--- src/logic/temp_conv_pkg.sv ---
// Constants and types shared by the temperature conversion sequencer
package temp_conv_pkg;
  localparam int unsigned CLK_HZ           = 20000000;
  // Worst-case conversion duration at the 9-bit setting, in ms
  localparam int unsigned CONV_9BIT_MS     = 150;
  localparam longint unsigned CONV_9BIT_CYC =
    (longint'(CONV_9BIT_MS) * longint'(CLK_HZ)) / 64'd1000;
  localparam int unsigned RES_W            = 2;
  localparam int unsigned RESULT_W         = 16;
  localparam int unsigned RAW_W            = 12;
  localparam int unsigned CNT_W            = 26;
  localparam logic [RES_W-1:0]    RES_RESET    = 2'h0;
  localparam logic                MODE_RESET   = 1'h0;
  localparam logic                LOWPWR_RESET = 1'h0;
  localparam logic [RESULT_W-1:0] RESULT_RESET = 16'h0000;
  localparam int unsigned DATA_LSB_12BIT   = 4;
  localparam int unsigned RES_STEPS        = 3;
  typedef enum logic [1:0] {
    RES_9BIT,
    RES_10BIT,
    RES_11BIT,
    RES_12BIT
  } res_sel_t;
  typedef enum logic [1:0] {
    ST_CONVERT,
    ST_STANDBY
  } seq_state_t;
endpackage

--- src/logic/conv_timer.sv ---
// Conversion duration timer scaled by resolution
`timescale 1ns/10ps
`default_nettype none
module conv_timer #(
  parameter longint unsigned BASE_CYCLES = temp_conv_pkg::CONV_9BIT_CYC
) (
  input  wire logic                           clk,
  input  wire logic                           rst_b,
  input  wire logic                           start,
  input  wire logic [temp_conv_pkg::RES_W-1:0] res,
  output logic                                done
);
  import temp_conv_pkg::*;
  initial begin
    if (BASE_CYCLES < 1 || (BASE_CYCLES << RES_STEPS) >= (64'd1 << CNT_W))
      $error("conv_timer: BASE_CYCLES out of range");
  end
  logic [CNT_W-1:0] count;
  logic [CNT_W-1:0] next_count;
  logic             next_done;
  // Span doubles per bit
  function automatic logic [CNT_W-1:0] span(input logic [RES_W-1:0] r);
    logic [CNT_W-1:0] base;
    base = BASE_CYCLES[CNT_W-1:0];
    span = base << r;
  endfunction
  always_comb begin
    next_count = count;
    next_done  = 1'b0;
    if (start) begin
      next_count = span(res) - CNT_W'(1);
    end else if (count != '0) begin
      next_count = count - CNT_W'(1);
      next_done  = (count == CNT_W'(1));
    end
  end
  always_ff @(posedge clk or negedge rst_b) begin
    if (!rst_b) begin
      count <= '0;
      done  <= 1'b0;
    end else begin
      count <= next_count;
      done  <= next_done;
    end
  end
endmodule
`default_nettype wire

--- src/logic/temp_conversion_result_shutdown.sv ---
// Background temperature conversion sequencer and result register
`timescale 1ns/10ps
`default_nettype none
// Overview of operation
// Each extra resolution bit doubles conversion time
// Conversions start right after reset, unprompted
// Resolution 9 to 12 bits, 9 after reset
// Resolution comes from two select bits
// Result stored as 16-bit two's complement
// Bit 15 sign, bits 14-4 weighted data
// 12-bit encoding matches reference points
// Reads never disturb conversion in progress
// Result bits 3 to 0 read zero
// Unused low bits below resolution read zero
// Shutdown finishes current conversion, then standby
// Shutdown clears alarm only in interrupt mode
// Register access works during shutdown
// Clearing shutdown resumes measuring
// Select 00..11 maps 9..12 bits, 150..1200ms
// Configuration bits default at every reset
// Next conversion starts when previous completes
// Result word updates atomically
module temp_conversion_result_shutdown #(
  parameter longint unsigned CONV_BASE_CYCLES =
    temp_conv_pkg::CONV_9BIT_CYC
) (
  input  wire logic                                CLK,
  input  wire logic                                RST_B,
  input  wire logic                                CFG_WRITE,
  input  wire logic                                RES_SELECT_LOW,
  input  wire logic                                RES_SELECT_HIGH,
  input  wire logic                                LOW_POWER_REQUEST,
  input  wire logic                                ALARM_BEHAVIOUR_SELECT,
  input  wire logic [temp_conv_pkg::RAW_W-1:0]     ADC_SAMPLE,
  input  wire logic                                ALARM_IN,
  output logic [temp_conv_pkg::RESULT_W-1:0]       TEMPERATURE_RESULT,
  output logic [temp_conv_pkg::RES_W-1:0]          RES_ACTIVE,
  output logic                                     LOW_POWER_STATE,
  output logic                                     ALARM_MODE,
  output logic                                     CONV_DONE,
  output logic                                     ALARM_OUT
);
  import temp_conv_pkg::*;

  initial begin
    if (CONV_BASE_CYCLES < 1)
      $error("CONV_BASE_CYCLES must be at least one cycle");
  end

  // Configuration state
  logic [RES_W-1:0] res_cfg;
  logic [RES_W-1:0] next_res_cfg;
  logic             mode_cfg;
  logic             next_mode_cfg;
  logic             lowpwr_cfg;
  logic             next_lowpwr_cfg;

  // Sequencer state
  seq_state_t          state;
  seq_state_t          next_state;
  logic                start;
  logic                next_start;
  logic [RES_W-1:0]    conv_res;
  logic [RES_W-1:0]    next_conv_res;
  logic                timer_done;
  logic [RESULT_W-1:0] result;
  logic [RESULT_W-1:0] next_result;
  logic                done_pulse;
  logic                next_done_pulse;
  logic                alarm;
  logic                next_alarm;
  // Standby flag kept in a flop so the output is glitch free
  logic                lowpwr_state;
  logic                next_lowpwr_state;

  // Sample and alarm come from the analog front end in another domain
  logic [RAW_W-1:0] sample_meta;
  logic [RAW_W-1:0] sample_sync;
  logic             alarm_meta;
  logic             alarm_sync;

  // Sign and weights placed
  // Trims a 12-bit reading to the resolution and places it in bits 15:4
  function automatic logic [RESULT_W-1:0] format_result(
    input logic [RAW_W-1:0] raw,
    input logic [RES_W-1:0] r
  );
    logic [RAW_W-1:0] mask;
    mask = {RAW_W{1'b1}} << (RES_STEPS - int'(r));
    format_result = {raw & mask, {DATA_LSB_12BIT{1'b0}}};
  endfunction

  conv_timer #(
    .BASE_CYCLES (CONV_BASE_CYCLES)
  ) u_timer (
    .clk   (CLK),
    .rst_b (RST_B),
    .start (start),
    .res   (conv_res),
    .done  (timer_done)
  );

  // Configuration write path
  always_comb begin
    next_res_cfg    = res_cfg;
    next_mode_cfg   = mode_cfg;
    next_lowpwr_cfg = lowpwr_cfg;
    // Writes always accepted
    if (CFG_WRITE) begin
      // Select bits stored
      next_res_cfg    = {RES_SELECT_HIGH, RES_SELECT_LOW};
      next_mode_cfg   = ALARM_BEHAVIOUR_SELECT;
      next_lowpwr_cfg = LOW_POWER_REQUEST;
    end
  end

  // Defaults at reset
  always_ff @(posedge CLK or negedge RST_B) begin
    if (!RST_B) begin
      res_cfg    <= RES_RESET;
      mode_cfg   <= MODE_RESET;
      lowpwr_cfg <= LOWPWR_RESET;
    end else begin
      res_cfg    <= next_res_cfg;
      mode_cfg   <= next_mode_cfg;
      lowpwr_cfg <= next_lowpwr_cfg;
    end
  end

  always_ff @(posedge CLK or negedge RST_B) begin
    if (!RST_B) begin
      sample_meta <= '0;
      sample_sync <= '0;
      alarm_meta  <= 1'b0;
      alarm_sync  <= 1'b0;
    end else begin
      sample_meta <= ADC_SAMPLE;
      sample_sync <= sample_meta;
      alarm_meta  <= ALARM_IN;
      alarm_sync  <= alarm_meta;
    end
  end

  // Sequencer
  always_comb begin
    next_state      = state;
    next_start      = 1'b0;
    next_conv_res   = conv_res;
    next_result     = result;
    next_done_pulse = 1'b0;
    next_alarm      = alarm_sync;
    case (state)
      ST_CONVERT: begin
        if (timer_done) begin
          // Store formatted result; low nibble zero
          // Bits below resolution cleared
          // Whole word loaded in one edge
          next_result     = format_result(sample_sync, conv_res);
          next_done_pulse = 1'b1;
          // Standby only after completion
          if (lowpwr_cfg) begin
            next_state = ST_STANDBY;
            // Interrupt mode alarm cleared
            if (mode_cfg)
              next_alarm = 1'b0;
          end else begin
            // Back-to-back conversions
            next_start    = 1'b1;
            next_conv_res = res_cfg;
          end
        end
      end
      ST_STANDBY: begin
        // Alarm held low in interrupt mode while standing by
        if (mode_cfg)
          next_alarm = 1'b0;
        // Resume on clear
        if (!lowpwr_cfg) begin
          next_state    = ST_CONVERT;
          next_start    = 1'b1;
          next_conv_res = res_cfg;
        end
      end
      default: begin
        next_state = ST_CONVERT;
        next_start = 1'b1;
      end
    endcase
    next_lowpwr_state = (next_state == ST_STANDBY);
  end

  // First conversion launched by reset
  always_ff @(posedge CLK or negedge RST_B) begin
    if (!RST_B) begin
      state      <= ST_CONVERT;
      start      <= 1'b1;
      conv_res   <= RES_RESET;
      result     <= RESULT_RESET;
      done_pulse <= 1'b0;
      alarm      <= 1'b0;
      lowpwr_state <= 1'b0;
    end else begin
      lowpwr_state <= next_lowpwr_state;
      state      <= next_state;
      start      <= next_start;
      conv_res   <= next_conv_res;
      result     <= next_result;
      done_pulse <= next_done_pulse;
      alarm      <= next_alarm;
    end
  end

  // Result read straight from register, no side effects
  assign TEMPERATURE_RESULT = result;
  assign RES_ACTIVE         = res_cfg;
  assign LOW_POWER_STATE    = lowpwr_state;
  assign ALARM_MODE         = mode_cfg;
  assign CONV_DONE          = done_pulse;
  assign ALARM_OUT          = alarm;
endmodule
`default_nettype wire

--- config.mk ---
export PLATFORM = sky130hd
export DESIGN_NAME = temp_conversion_result_shutdown
export DESIGN_NICKNAME = d
export VERILOG_FILES = /design/src/logic/temp_conv_pkg.sv /design/src/logic/conv_timer.sv /design/src/logic/temp_conversion_result_shutdown.sv
export SDC_FILE = /design/constraint.sdc
export NUM_CORES = 1
export LEC_CHECK = 0
export ABC_AREA = 0
export BUFFER_PORTS_ARGS = -buffer_cell sky130_fd_sc_hd__clkbuf_2
export CAP_MARGIN = 20
export CORE_MARGIN = 2
export CORE_UTILIZATION = 40
export CTS_CLUSTER_SIZE = 30
export DETAILED_ROUTE_END_ITERATION = 8
export PLACE_DENSITY = 0.67
export SYNTH_ARGS = -nofsm -noshare
export SYNTH_HDL_FRONTEND = slang
export SYNTH_SLANG_ARGS = --single-unit
--- constraint.sdc ---
create_clock -name CLK -period 2.6 [get_ports CLK]
set_input_delay 0.26 -clock CLK [delete_from_list [all_inputs] [get_ports CLK]]
set_output_delay 0.26 -clock CLK [all_outputs]
set_load 0.02 [all_outputs]
### Yosys cells after proc, flatten, opt, wreduce, memory -nomap -nowiden

Cells that the tools add are included.

| storage, ports and cells | value |
|---|---|
| flip-flop bits (word level) | 77 |
| logic and storage cells | 52 |
| input bits | 20 |
| output and inout port bits | 22 |

| operators by class | value |
|---|---|
| eq/ne operators | 4 |
| shifts and indexed selects | 2 |
| $add $sub $neg | 3 |
| reduce and logical (&&, ||, !) cells | 6 |
| bitwise logic cells | 1 |
| muxes and demuxes | 20 |

Operators by type and width:

| kind | number |
|---|---|
| $mux 26 | 2 |
| $sub 26x1->26 const B | 2 |
| $shl 12x32->12 const A | 1 |
| $eq 26x1->1 const B | 1 |
| $reduce_bool 26->1 | 1 |
| $shl 22x2->26 const A | 1 |
| $and 12x12->12 | 1 |
| $mux 2 | 5 |
| $mux 1 | 9 |
| $pmux 2 s2 | 2 |
| $eq 2x1->1 const B | 2 |
| $pmux 1 s2 | 2 |
| $reduce_and 2->1 | 2 |
| $reduce_bool 2->1 | 2 |
| $sub 2x2->3 const A | 1 |
| $logic_not 2->1 | 1 |
| $ne 2x1->1 const B | 1 |

### Depth between registers and ports, before layout

Gate-level depths: netlist of the first run.

| depth | value |
|---|---|
| depth after elaboration | 4 |
| depth in mapped cells | 8 |
| mapped depth without buffers | 7 |

### Hierarchy

A second synthesis of the first run with hierarchy kept.

| second synthesis, totals | value |
|---|---|
| cell total of the unflattened synthesis | 264 |
| area total of the unflattened synthesis | 3289.4 um^2 |

Modules (own cells, without submodules):

| module | area an instance (um^2) | cells each | sequential area each (um^2) | times used |
|---|---|---|---|---|
| conv_timer | 1696.6 | 174 | 675.6 | 1 |
| temp_conversion_result_shutdown | 1592.8 | 90 | 1252.5 | 1 |

### Worst setup path before layout of the first run

Ideal clock, no wire load.

| timing path | value |
|---|---|
| path type | flip-flop to flip-flop |
| from | register u_timer.count[22] |
| to | register u_timer.count[25] |
| arrival | 2.211 ns |
| cell stages (with the launch flop) | 6 |
| buffers on the path | 0 |
| period minus slack after synthesis | 2.305 ns |
| data required time | 2.506 ns |
| setup slack | 0.295 ns |
| cell sequence | dfrtp_1 or4_4 or4_4 nor4_1 mux2_1 a211oi_1 |

| on the way | value |
|---|---|
| word-level cells in the longest chain between the ends | 3 |
| elaborated cells on any way between the ends | 5 |
| classes of those cells | add/sub (1); mux (2); reduce/logical (2) |

Ends and longest elaborated chain:

| element | line | source |
|---|---|---|
| start: declaration | conv_timer.sv:18 | `logic [CNT_W-1:0] count;` |
| start signal: assignment | conv_timer.sv:42 | `count <= next_count;` |
| $sub 26x1->26 | conv_timer.sv:33 | `next_count = count - CNT_W'(1);` |
| $mux 26 | conv_timer.sv:32 | `end else if (count != '0) begin` |
| $mux 26 | conv_timer.sv:30 | `if (start) begin` |

Several ways; a longest one is shown, not always the timed one. The select of a mux whose other input is x is not followed.
A chain may end at the register's enable or synchronous reset.

### Final worst setup path of the first run

| timing path | value |
|---|---|
| from | register u_timer.count[21] |
| to | register u_timer.count[25] |

Same word-level chain as after synthesis.

==> flow_summary.json, run 1 <==
{
  "power_frac_comb_pct": 4.8,
  "drcViolationCount": 0,
  "hpwlAfterDp_um": 4190,
  "criticalPathCategory": "reg -> reg",
  "hold_class": "in -> async",
  "htree_levels": 3,
  "antenna_found_initial": 0,
  "portBuffers": 37,
  "antenna_cells": 0,
  "cp.arrival_ps": 2650,
  "switching_share_pct": 22.5,
  "drive_above_1_share_pct": 24.6,
  "rsz0062_at_grt": "false",
  "ys_warn_count": 0,
  "fillers": 764,
  "worst_pin_slew_ps": 931,
  "worstPathRequired_ps": 2850,
  "power.density_mw_per_mm2": 619,
  "yosys.area.top_type_share_pct": 57.7,
  "synth_cell_types": 49,
  "register_area_sq_mm": 0.00193,
  "die_w_um": 94.8,
  "synth.ff_latch_count": 77,
  "peakVddDrop_v": 0.000418,
  "grt_pass1_vias": 2208,
  "cap_violations": 0,
  "synth.area.top_cells": "dfrtp_1 (58%), mux2_2 (4.1%), ha_1 (3.8%)",
  "grt_use_total_pct": 15.3,
  "cts_buffer_depth": 2,
  "status": "complete, no violations",
  "crit_top_cell": "or4_4",
  "synthFlopType": "dfrtp_1",
  "synth.cell_area_sq_mm": 0.00330,
  "rrSetupSlack_ps": 200,
  "grt_max_degree": 78,
  "p_seq_share_pct": 52.7,
  "fp.coreArea_sq_mm": 0.00809,
  "worst_setup_path_start_kind": "register",
  "grt_pass1_wl_um": 10500,
  "p_switching_w": 0.000540,
  "firstDrtPassIters": 5,
  "final_cell_mix": "dfrtp_1 (76), clkbuf_2 (36), nand2_1 (17)",
  "finalSetupViolations": 0,
  "layout_commonest_cell": "dfrtp_1",
  "cts_tree": "built",
  "max_stage_delay_ps": 550,
  "area_growth_pct": 17.3,
  "final_cells": 434,
  "rows": 33,
  "p_leak_nw": 1.68,
  "yosysSeqAreaShare_pct": 58.5,
  "multi_input_area_sq_mm": 0.00126,
  "cts-resized-gates": 0,
  "nets": 354,
  "post_cts_buffers": 0,
  "synth_top_cell_by_area": "dfrtp_1",
  "synth_cells": 274,
  "cts_buffers": 9,
  "ioPinCount": 42,
  "wire_per_inst_um": 13.9,
  "viasPerCell": 4.99,
  "finalHoldViolations": 0,
  "worstPathCellList": "or4_4, or4_4, nor4_1, mux2_1, a211oi_1",
  "numClockSinks": 77,
  "start_util_pct": 40.7,
  "relSlewSlack_pct": 37.9,
  "skew_ps": 9.32,
  "clk_pin_slew_ps": 80,
  "cts-root-buf": "clkbuf_8",
  "routed_wl_um": 6040,
  "fp.dieArea_sq_mm": 0.00898,
  "dp_cells": 413,
  "die_y_um": 94.8,
  "grt_overflow": 0,
  "maxSlewViolCount": 0,
  "synth-edff-count": 0,
  "p_int_w": 0.00185,
  "cp_slowest_cell": "or4_4",
  "place_congestion": 0.909,
  "period_needed_ps": 2400,
  "synth_async_sr_flop_share_pct": 100,
  "vias": 2164,
  "cts_hold_buf": 3,
  "p_clk_share_pct": 42.5,
  "first_iter_violations": 100,
  "fin_crit_sh_pct": 92.5,
  "ant_nets": 0,
  "clk_latency_ps": 340,
  "timing.fmax_mhz": 416,
  "crit_path_max_fanout": 3,
  "syn_area_per_cell_sq_um": 12.0,
  "end_kind": "register",
  "setup_tns_ps": 0
}
power groups by stage:
stage               Clock, W  Combinational, W  Sequential [W]
floorplan                  0         0.0000571         0.00129
global placement           0          0.000109         0.00128
detailed placement         0          0.000112         0.00129
CTS                  0.00105          0.000115         0.00126
global route         0.00110          0.000132         0.00127
finish               0.00102          0.000114         0.00126
state kept, by name, indices dropped and copies added (netlist names):
signal / flops
u_timer.count: 26
TEMPERATURE_RESULT: 12
sample_meta: 12
sample_sync: 12
RES_ACTIVE: 2
conv_res: 2
state: 2
ALARM_MODE: 1
ALARM_OUT: 1
CONV_DONE: 1
LOW_POWER_STATE: 1
alarm_meta: 1
alarm_sync: 1
lowpwr_cfg: 1
start: 1
u_timer.done: 1
kinds of logic after synthesis:
kind of cell             after synthesis  share of synthesized area (%)
multiplexers                          17                           5.65
XOR/XNOR                              18                           4.78
buffers and inverters                 23                           3.98
AO/OA/AOI/OAI                         39                           7.06
adder cells (fa/ha/maj)               10                           3.80
AND/OR/NAND/NOR                       89                           16.1
other                                  1                          0.114
flip-flops                            77                           58.5
worst paths after layout:
kind,startpoint,end,cells after the start
setup / recovery,u_timer.count[21]$_DFFE_PN0P_,u_timer.count[25]$_DFFE_PN0P_,5
hold / removal,RST_B,u_timer.count[10]$_DFFE_PN0P_,1
setup reg to reg,u_timer.count[21]$_DFFE_PN0P_,u_timer.count[25]$_DFFE_PN0P_,5
hold reg to reg,sample_meta[3]$_DFF_PN0_,sample_sync[3]$_DFF_PN0_,0
max in group asynchronous,RST_B,conv_res[0]$_DFFE_PN0P_,1
min in group CLK,ALARM_IN,alarm_meta$_DFF_PN0_,1
worst max-delay path: cells and delay by family (launching register included):
family	cells	cell delay, ps
DFF	1	410
muxes	1	350
AOI/OAI and AO/OA	1	200
and+or+nand+nor	3	1360
layout make-up:
| type | instances | share of cell area [%] |
|---|---|---|
| inverter | 10 | 0.970 |
| sequential | 77 | 49.8 |
| timing repair buffer | 48 | 7.31 |
| multi-input combinational | 178 | 32.5 |
| clock inverter | 6 | 2.43 |
| tap | 105 | 3.40 |
| clock buffer | 10 | 3.56 |
per-layer routing:
metal / vias to the layer above / GRT usage, % / wire length, um
met5: - / 0 / 0
met4: 0 / 7.13 / 106
met3: 7 / 5.19 / 351
met2: 71 / 23.5 / 2900
met1: 1034 / 19.6 / 2690
li1: 1052 / - / -
cell usage after synthesis, types with 2 or more instances:
master / n
nand4_1: 2
nor3b_1: 4
a31oi_1: 4
xor2_1: 6
nand2_1: 17
or4_4: 3
buf_4: 5
ha_1: 10
nand2b_1: 6
xnor2_1: 12
inv_1: 10
mux2i_1: 4
o21ai_1: 13
nand3b_1: 4
o31ai_1: 6
or3_1: 6
buf_6: 2
nor4_1: 4
nor2_1: 12
o21ai_0: 8
clkbuf_1: 4
a21oi_1: 2
nor4_2: 2
dfrtp_1: 76
nand3_1: 7
or2_1: 3
nor3_1: 9
mux2_2: 12
through the flow:
step                      instance area, sq um  hold slack (ps)  util, %  worst slack (ps)  total power (W)
final                                     3870             20.7     47.8               195          0.00239
after global routing                      3870             3.58     47.8              51.8          0.00250
after CTS                                 3850            0.755     47.6               184          0.00243
after detailed placement                  3590              335     44.3               206          0.00140
after global placement                    3590              332     44.3               239          0.00139
after floorplan                           3310            -35.6        -               295          0.00134
No activity file was read; power rests on OpenSTA's default activity.
==> inputs of run 2 (changes only) <==
ABC_AREA = 1   (was 0)
PLACE_DENSITY = 0.66   (was 0.67)
==> flow_summary.json, run 2 <==
{
  "rsz0062_at_grt": "false",
  "finalHoldViolations": 0,
  "clk_pin_slew_ps": 90,
  "synth_async_sr_flop_share_pct": 100,
  "end_kind": "register",
  "synth_cell_types": 34,
  "place_congestion": 0.843,
  "grt_overflow": 0,
  "drcViolationCount": 0,
  "synth-edff-count": 0,
  "synth_top_cell_by_area": "dfrtp_1",
  "worstPathRequired_ps": 2780,
  "status": "complete, no violations",
  "crit_family": "simple AND/OR/NAND/NOR gates",
  "peakVddDrop_v": 0.000470,
  "grt_pass1_vias": 2570,
  "cp.arrival_ps": 1920,
  "synth_cells": 384,
  "start_util_pct": 41.8,
  "largest_register": "u_timer.count",
  "synthFlopType": "dfrtp_1",
  "ys_warn_count": 0,
  "skew_ps": 11.7,
  "drive_above_1_share_pct": 20.4,
  "yosysSeqAreaShare_pct": 55.6,
  "finalSetupViolations": 0,
  "antenna_cells": 0,
  "ant_nets": 0,
  "worst_pin_slew_ps": 939,
  "power.density_mw_per_mm2": 679,
  "portBuffers": 37,
  "largest_reg_flops": 26,
  "die_y_um": 97.1,
  "worst_setup_path_start_kind": "register",
  "grt_use_total_pct": 15.7,
  "ys_top_cells_by_count": "nand2_1 (96), dfrtp_1 (76), nor2_1 (42)",
  "layout_commonest_cell": "nand2_1",
  "area_growth_pct": 14.5,
  "vias": 2653,
  "max_stage_delay_ps": 430,
  "timing.fmax_mhz": 574,
  "relSlewSlack_pct": 37.4,
  "syn_area_per_cell_sq_um": 9.03,
  "final_cell_mix": "nand2_1 (96), dfrtp_1 (76), nor2_1 (42)",
  "synth_most_common_cell": "nand2_1",
  "period_needed_ps": 1740,
  "cp_slowest_cell": "dfrtp_1",
  "rows": 33,
  "fp.dieArea_sq_mm": 0.00943,
  "synth.cell_area_sq_mm": 0.00347,
  "crit_path_max_fanout": 9,
  "wire_per_inst_um": 13.2,
  "cts_tree": "built",
  "antenna_found_initial": 0,
  "grt_pass1_wl_um": 11900,
  "fin_util_pct": 47.8,
  "cap_violations": 0,
  "numClockSinks": 77,
  "setup_tns_ps": 0,
  "synth.area.top_cells": "dfrtp_1 (55%), nand2_1 (10%), nor2_1 (4.5%)",
  "htree_levels": 3,
  "clk_latency_ps": 350,
  "viasPerCell": 4.90,
  "nets": 461,
  "cts-resized-gates": 0,
  "ioPinCount": 42,
  "yosys.area.top_type_share_pct": 54.8,
  "maxSlewViolCount": 0,
  "hpwlAfterDp_um": 5260,
  "cts_buffers": 9,
  "routed_wl_um": 7140,
  "crit_buf_inv": 3,
  "die_w_um": 97.1,
  "worstPathCellList": "inv_1, ha_1, nand2_2, nor2_4, nand2_4, inv_6, nand3_4, inv_2, a31oi_1",
  "p_leak_nw": 1.94,
  "synth.ff_latch_count": 77,
  "fin_crit_sh_pct": 67.0,
  "cts_buffer_depth": 2,
  "hold_class": "in -> reg",
  "criticalPathCategory": "reg -> reg",
  "first_iter_violations": 193,
  "fp.coreArea_sq_mm": 0.00830,
  "rrSetupSlack_ps": 860,
  "grt_max_degree": 78,
  "firstDrtPassIters": 5,
  "cts-root-buf": "clkbuf_8"
}
## run 2: changes by cell type after synthesis, sizes merged, moves of 7 or more
cell / change
or3: -7
nand3: +17
nor2: +44
a21oi: +11
xnor2: -7
inv: +32
mux2: -12
nor3: -8
nand2: +85
## run 2: cell type report
cell class / instances / area, sq um
Fill cell: 784 / 4330
Sequential cell: 77 / 1930
Multi-Input combinational cell: 260 / 1340
Timing Repair Buffer: 41 / 225
Inverter: 42 / 165
Tap cell: 105 / 131
Clock buffer: 9 / 124
Clock inverter: 7 / 57.6
## run 2: kinds of logic after synthesis
group,Yosys count,share of synthesized area (%)
other cells,1,0.108
mux,1,0.325
fa+ha+maj,10,3.61
simple gates,196,26.0
xor+xnor,8,2.02
compound gates,40,6.10
flops,77,55.6
buf+inv,51,6.24
## run 2: per-stage QoR
step | cell area (sq um) | cells | total power (W) | worst slack (ps) | hold slack (ps)
global placement | 3760 | 522 | 0.00187 | 936 | 332
finish | 3970 | 541 | 0.00269 | 857 | 11.7
CTS | 3950 | 539 | 0.00271 | 855 | 0.430
floorplan | 3480 | 388 | 0.00172 | 1100 | -35.6
global route | 3970 | 541 | 0.00284 | 713 | 1.10
detailed placement | 3760 | 522 | 0.00188 | 893 | 336
## run 2: worst reg2reg max path: stages, from the launching register on
cell,delay (ps)
dfrtp_1,430
inv_1,130
ha_1,220
nand2_2,110
nor2_4,150
nand2_4,90
inv_6,80
nand3_4,110
inv_2,190
a31oi_1,70
## run 2: worst paths after layout
| check | from | to | cells past startpoint |
|---|---|---|---|
| setup / recovery | u_timer.count[0]$_DFFE_PN0P_ | u_timer.count[5]$_DFFE_PN0P_ | 9 |
| hold / removal | ADC_SAMPLE[10] | sample_meta[10]$_DFF_PN0_ | 1 |
| setup reg to reg | u_timer.count[0]$_DFFE_PN0P_ | u_timer.count[5]$_DFFE_PN0P_ | 9 |
| hold reg to reg | sample_meta[2]$_DFF_PN0_ | sample_sync[2]$_DFF_PN0_ | 0 |
| max in group asynchronous | RST_B | u_timer.count[11]$_DFFE_PN0P_ | 1 |
| min in group asynchronous | RST_B | u_timer.count[15]$_DFFE_PN0P_ | 1 |
## run 2: power breakdown
group	switching (W)	internal [W]	leakage, nW
Combinational	0.000270	0.000157	0.923
Clock	0.000467	0.000359	0.0881
Sequential	0.000132	0.00131	0.929
## run 2: layer usage
metal  vias to the layer above  wire [um]  track usage (%)
met4                         0        109             5.53
met2                        81       3450             25.4
met5                         -          0                0
li1                       1291          -                -
met1                      1270       3220             21.0
met3                        11        361             3.53
## run 2: timing repair
action / in CTS / in global routing
buffers inserted: 0 / 0
hold endpoints to repair: 1 / 2
setup endpoints to repair: 0 / 0
hold buffers: 1 / 2
==> inputs of run 3 (changes only) <==
PLACE_DENSITY = 0.69   (was 0.66)
clock period = 1.47 ns   (was 2.6 ns; I/O delays follow)
==> flow_summary.json, run 3 (synthesized netlist as in run 2, its figures left out) <==
{
  "finalSetupViolations": 19,
  "area_growth_pct": 28.9,
  "clk_pin_slew_ps": 80,
  "fp.dieArea_sq_mm": 0.00943,
  "grt_max_degree": 39,
  "max_stage_delay_ps": 450,
  "grt_pass1_wl_um": 12400,
  "start_util_pct": 41.8,
  "drive_above_1_share_pct": 30.7,
  "ioPinCount": 42,
  "peakVddDrop_v": 0.00112,
  "power.density_mw_per_mm2": 1160,
  "hpwlAfterDp_um": 5390,
  "maxUsedRoutingLayer": "met4",
  "maxSlewViolCount": 0,
  "grt_use_total_pct": 16.5,
  "antenna_cells": 0,
  "hold_class": "in -> reg",
  "portBuffers": 37,
  "rsz0062_at_grt": "true",
  "final_cell_area_sq_mm": 0.00447,
  "wl_met1_um": 3130,
  "crit_family": "simple AND/OR/NAND/NOR gates",
  "rows": 33,
  "criticalPathCategory": "reg -> reg",
  "layout_commonest_cell": "nand2_1",
  "grt_pass1_vias": 2735,
  "worstPathCellList": "nor2_1, nand2_1, nor2_4, nand2_4, inv_6, nand2_8, nand2_8, inv_8, nand2_2, o21ai_2",
  "met3_length_um": 446,
  "final_cell_mix": "nand2_1 (89), dfrtp_1 (69), clkbuf_2 (36)",
  "cts_tree": "built",
  "place_congestion": 0.858,
  "fin_crit_sh_pct": 103,
  "skew_ps": 12.1,
  "die_y_um": 97.1,
  "cp.arrival_ps": 1750,
  "routed_wl_um": 7550,
  "worstPathRequired_ps": 1710,
  "numClockSinks": 77,
  "cp_slowest_cell": "dfrtp_2",
  "crit_buf_inv": 2,
  "period_needed_ps": 1510,
  "cts_buffers": 9,
  "cts_buffer_depth": 2,
  "cap_violations": 0,
  "worst_setup_path_start_kind": "register",
  "finalHoldViolations": 0,
  "dr_wl_met2_um": 3800,
  "finalPower_w": 0.00519,
  "timing.fmax_mhz": 660,
  "worst_slack_ps": -44.1,
  "grt_overflow": 0,
  "first_iter_violations": 199,
  "firstDrtPassIters": 4,
  "htree_levels": 3,
  "die_w_um": 97.1,
  "place_area_sq_mm": 0.00393,
  "nets": 497,
  "clk_latency_ps": 350,
  "fp.coreArea_sq_mm": 0.00830,
  "crit_top_cell": "nand2_8",
  "cts-root-buf": "clkbuf_8",
  "wire_per_inst_um": 13.1,
  "p_leak_nw": 2.13,
  "drcViolationCount": 0,
  "viasPerCell": 4.84,
  "violations": "negative setup slack",
  "setup_tns_ps": -353,
  "status": "finished with violations",
  "largest_register": "u_timer.count",
  "ant_nets": 0,
  "antenna_found_initial": 0,
  "end_kind": "register",
  "largest_reg_flops": 26,
  "crit_path_max_fanout": 7,
  "vias": 2791
}
run 3: layout make-up:
class	count	area (sq um)
Clock buffer	9	124
Tap cell	105	131
Clock inverter	7	87.6
Multi-Input combinational cell	260	1470
Timing Repair Buffer	77	551
Inverter	42	173
Sequential cell	77	1940
Fill cell	718	3830
run 3: path summary, 6_finish.rpt:
path / from / to / slack (ps) / cells past startpoint
setup / recovery: u_timer.count[8]$_DFFE_PN0P_ / u_timer.count[17]$_DFFE_PN0P_ / -40 / 10
hold / removal: RES_SELECT_HIGH / RES_ACTIVE[1]$_DFFE_PN0P_ / 9 / 3
setup reg to reg: u_timer.count[8]$_DFFE_PN0P_ / u_timer.count[17]$_DFFE_PN0P_ / -40 / 10
hold reg to reg: sample_meta[0]$_DFF_PN0_ / sample_sync[0]$_DFF_PN0_ / 350 / 0
max in group asynchronous: RST_B / u_timer.count[16]$_DFFE_PN0P_ / 680 / 3
min in group asynchronous: RST_B / u_timer.count[4]$_DFFE_PN0P_ / 250 / 2
run 3: worst min-delay path, stage by stage:
cell      delay (ps)
clkbuf_2          80
nand2_1           30
o21ai_0           60
run 3: what timing repair did:
action | 4_1_cts | 5_1_grt
endpoints found under the hold margin | 40 | 0
setup buffers | 0 | 5
hold buffers | 15 | 0
gates resized for setup | 7 | 41
pin swaps | 3 | 12
endpoints found under the setup margin | 20 | 25
run 3: stage by stage:
stage / instances / util [%] / worst slack, ps / hold WS [ps]
finish: 577 / 53.9 / -44.1 / 9.49
CTS: 572 / 52.0 / -4.16 / 4.20
floorplan: 388 / - / 8.76 / -149
global placement: 541 / 47.3 / -20.0 / 96.7
global route: 577 / 53.9 / -130 / 4.85
detailed placement: 541 / 47.3 / -66.2 / 102
run 3: per-layer routing:
| layer | vias to the layer above | global-route usage (%) |
|---|---|---|
| met5 | - | 0 |
| met2 | 84 | 27.3 |
| met3 | 18 | 3.96 |
| li1 | 1369 | - |
| met1 | 1320 | 20.8 |
| met4 | 0 | 7.26 |
run 3: power breakdown:
| part | switching, W | internal (W) |
|---|---|---|
| sequential | 0.000221 | 0.00232 |
| combinational | 0.000542 | 0.000403 |
| clock | 0.000871 | 0.000829 |
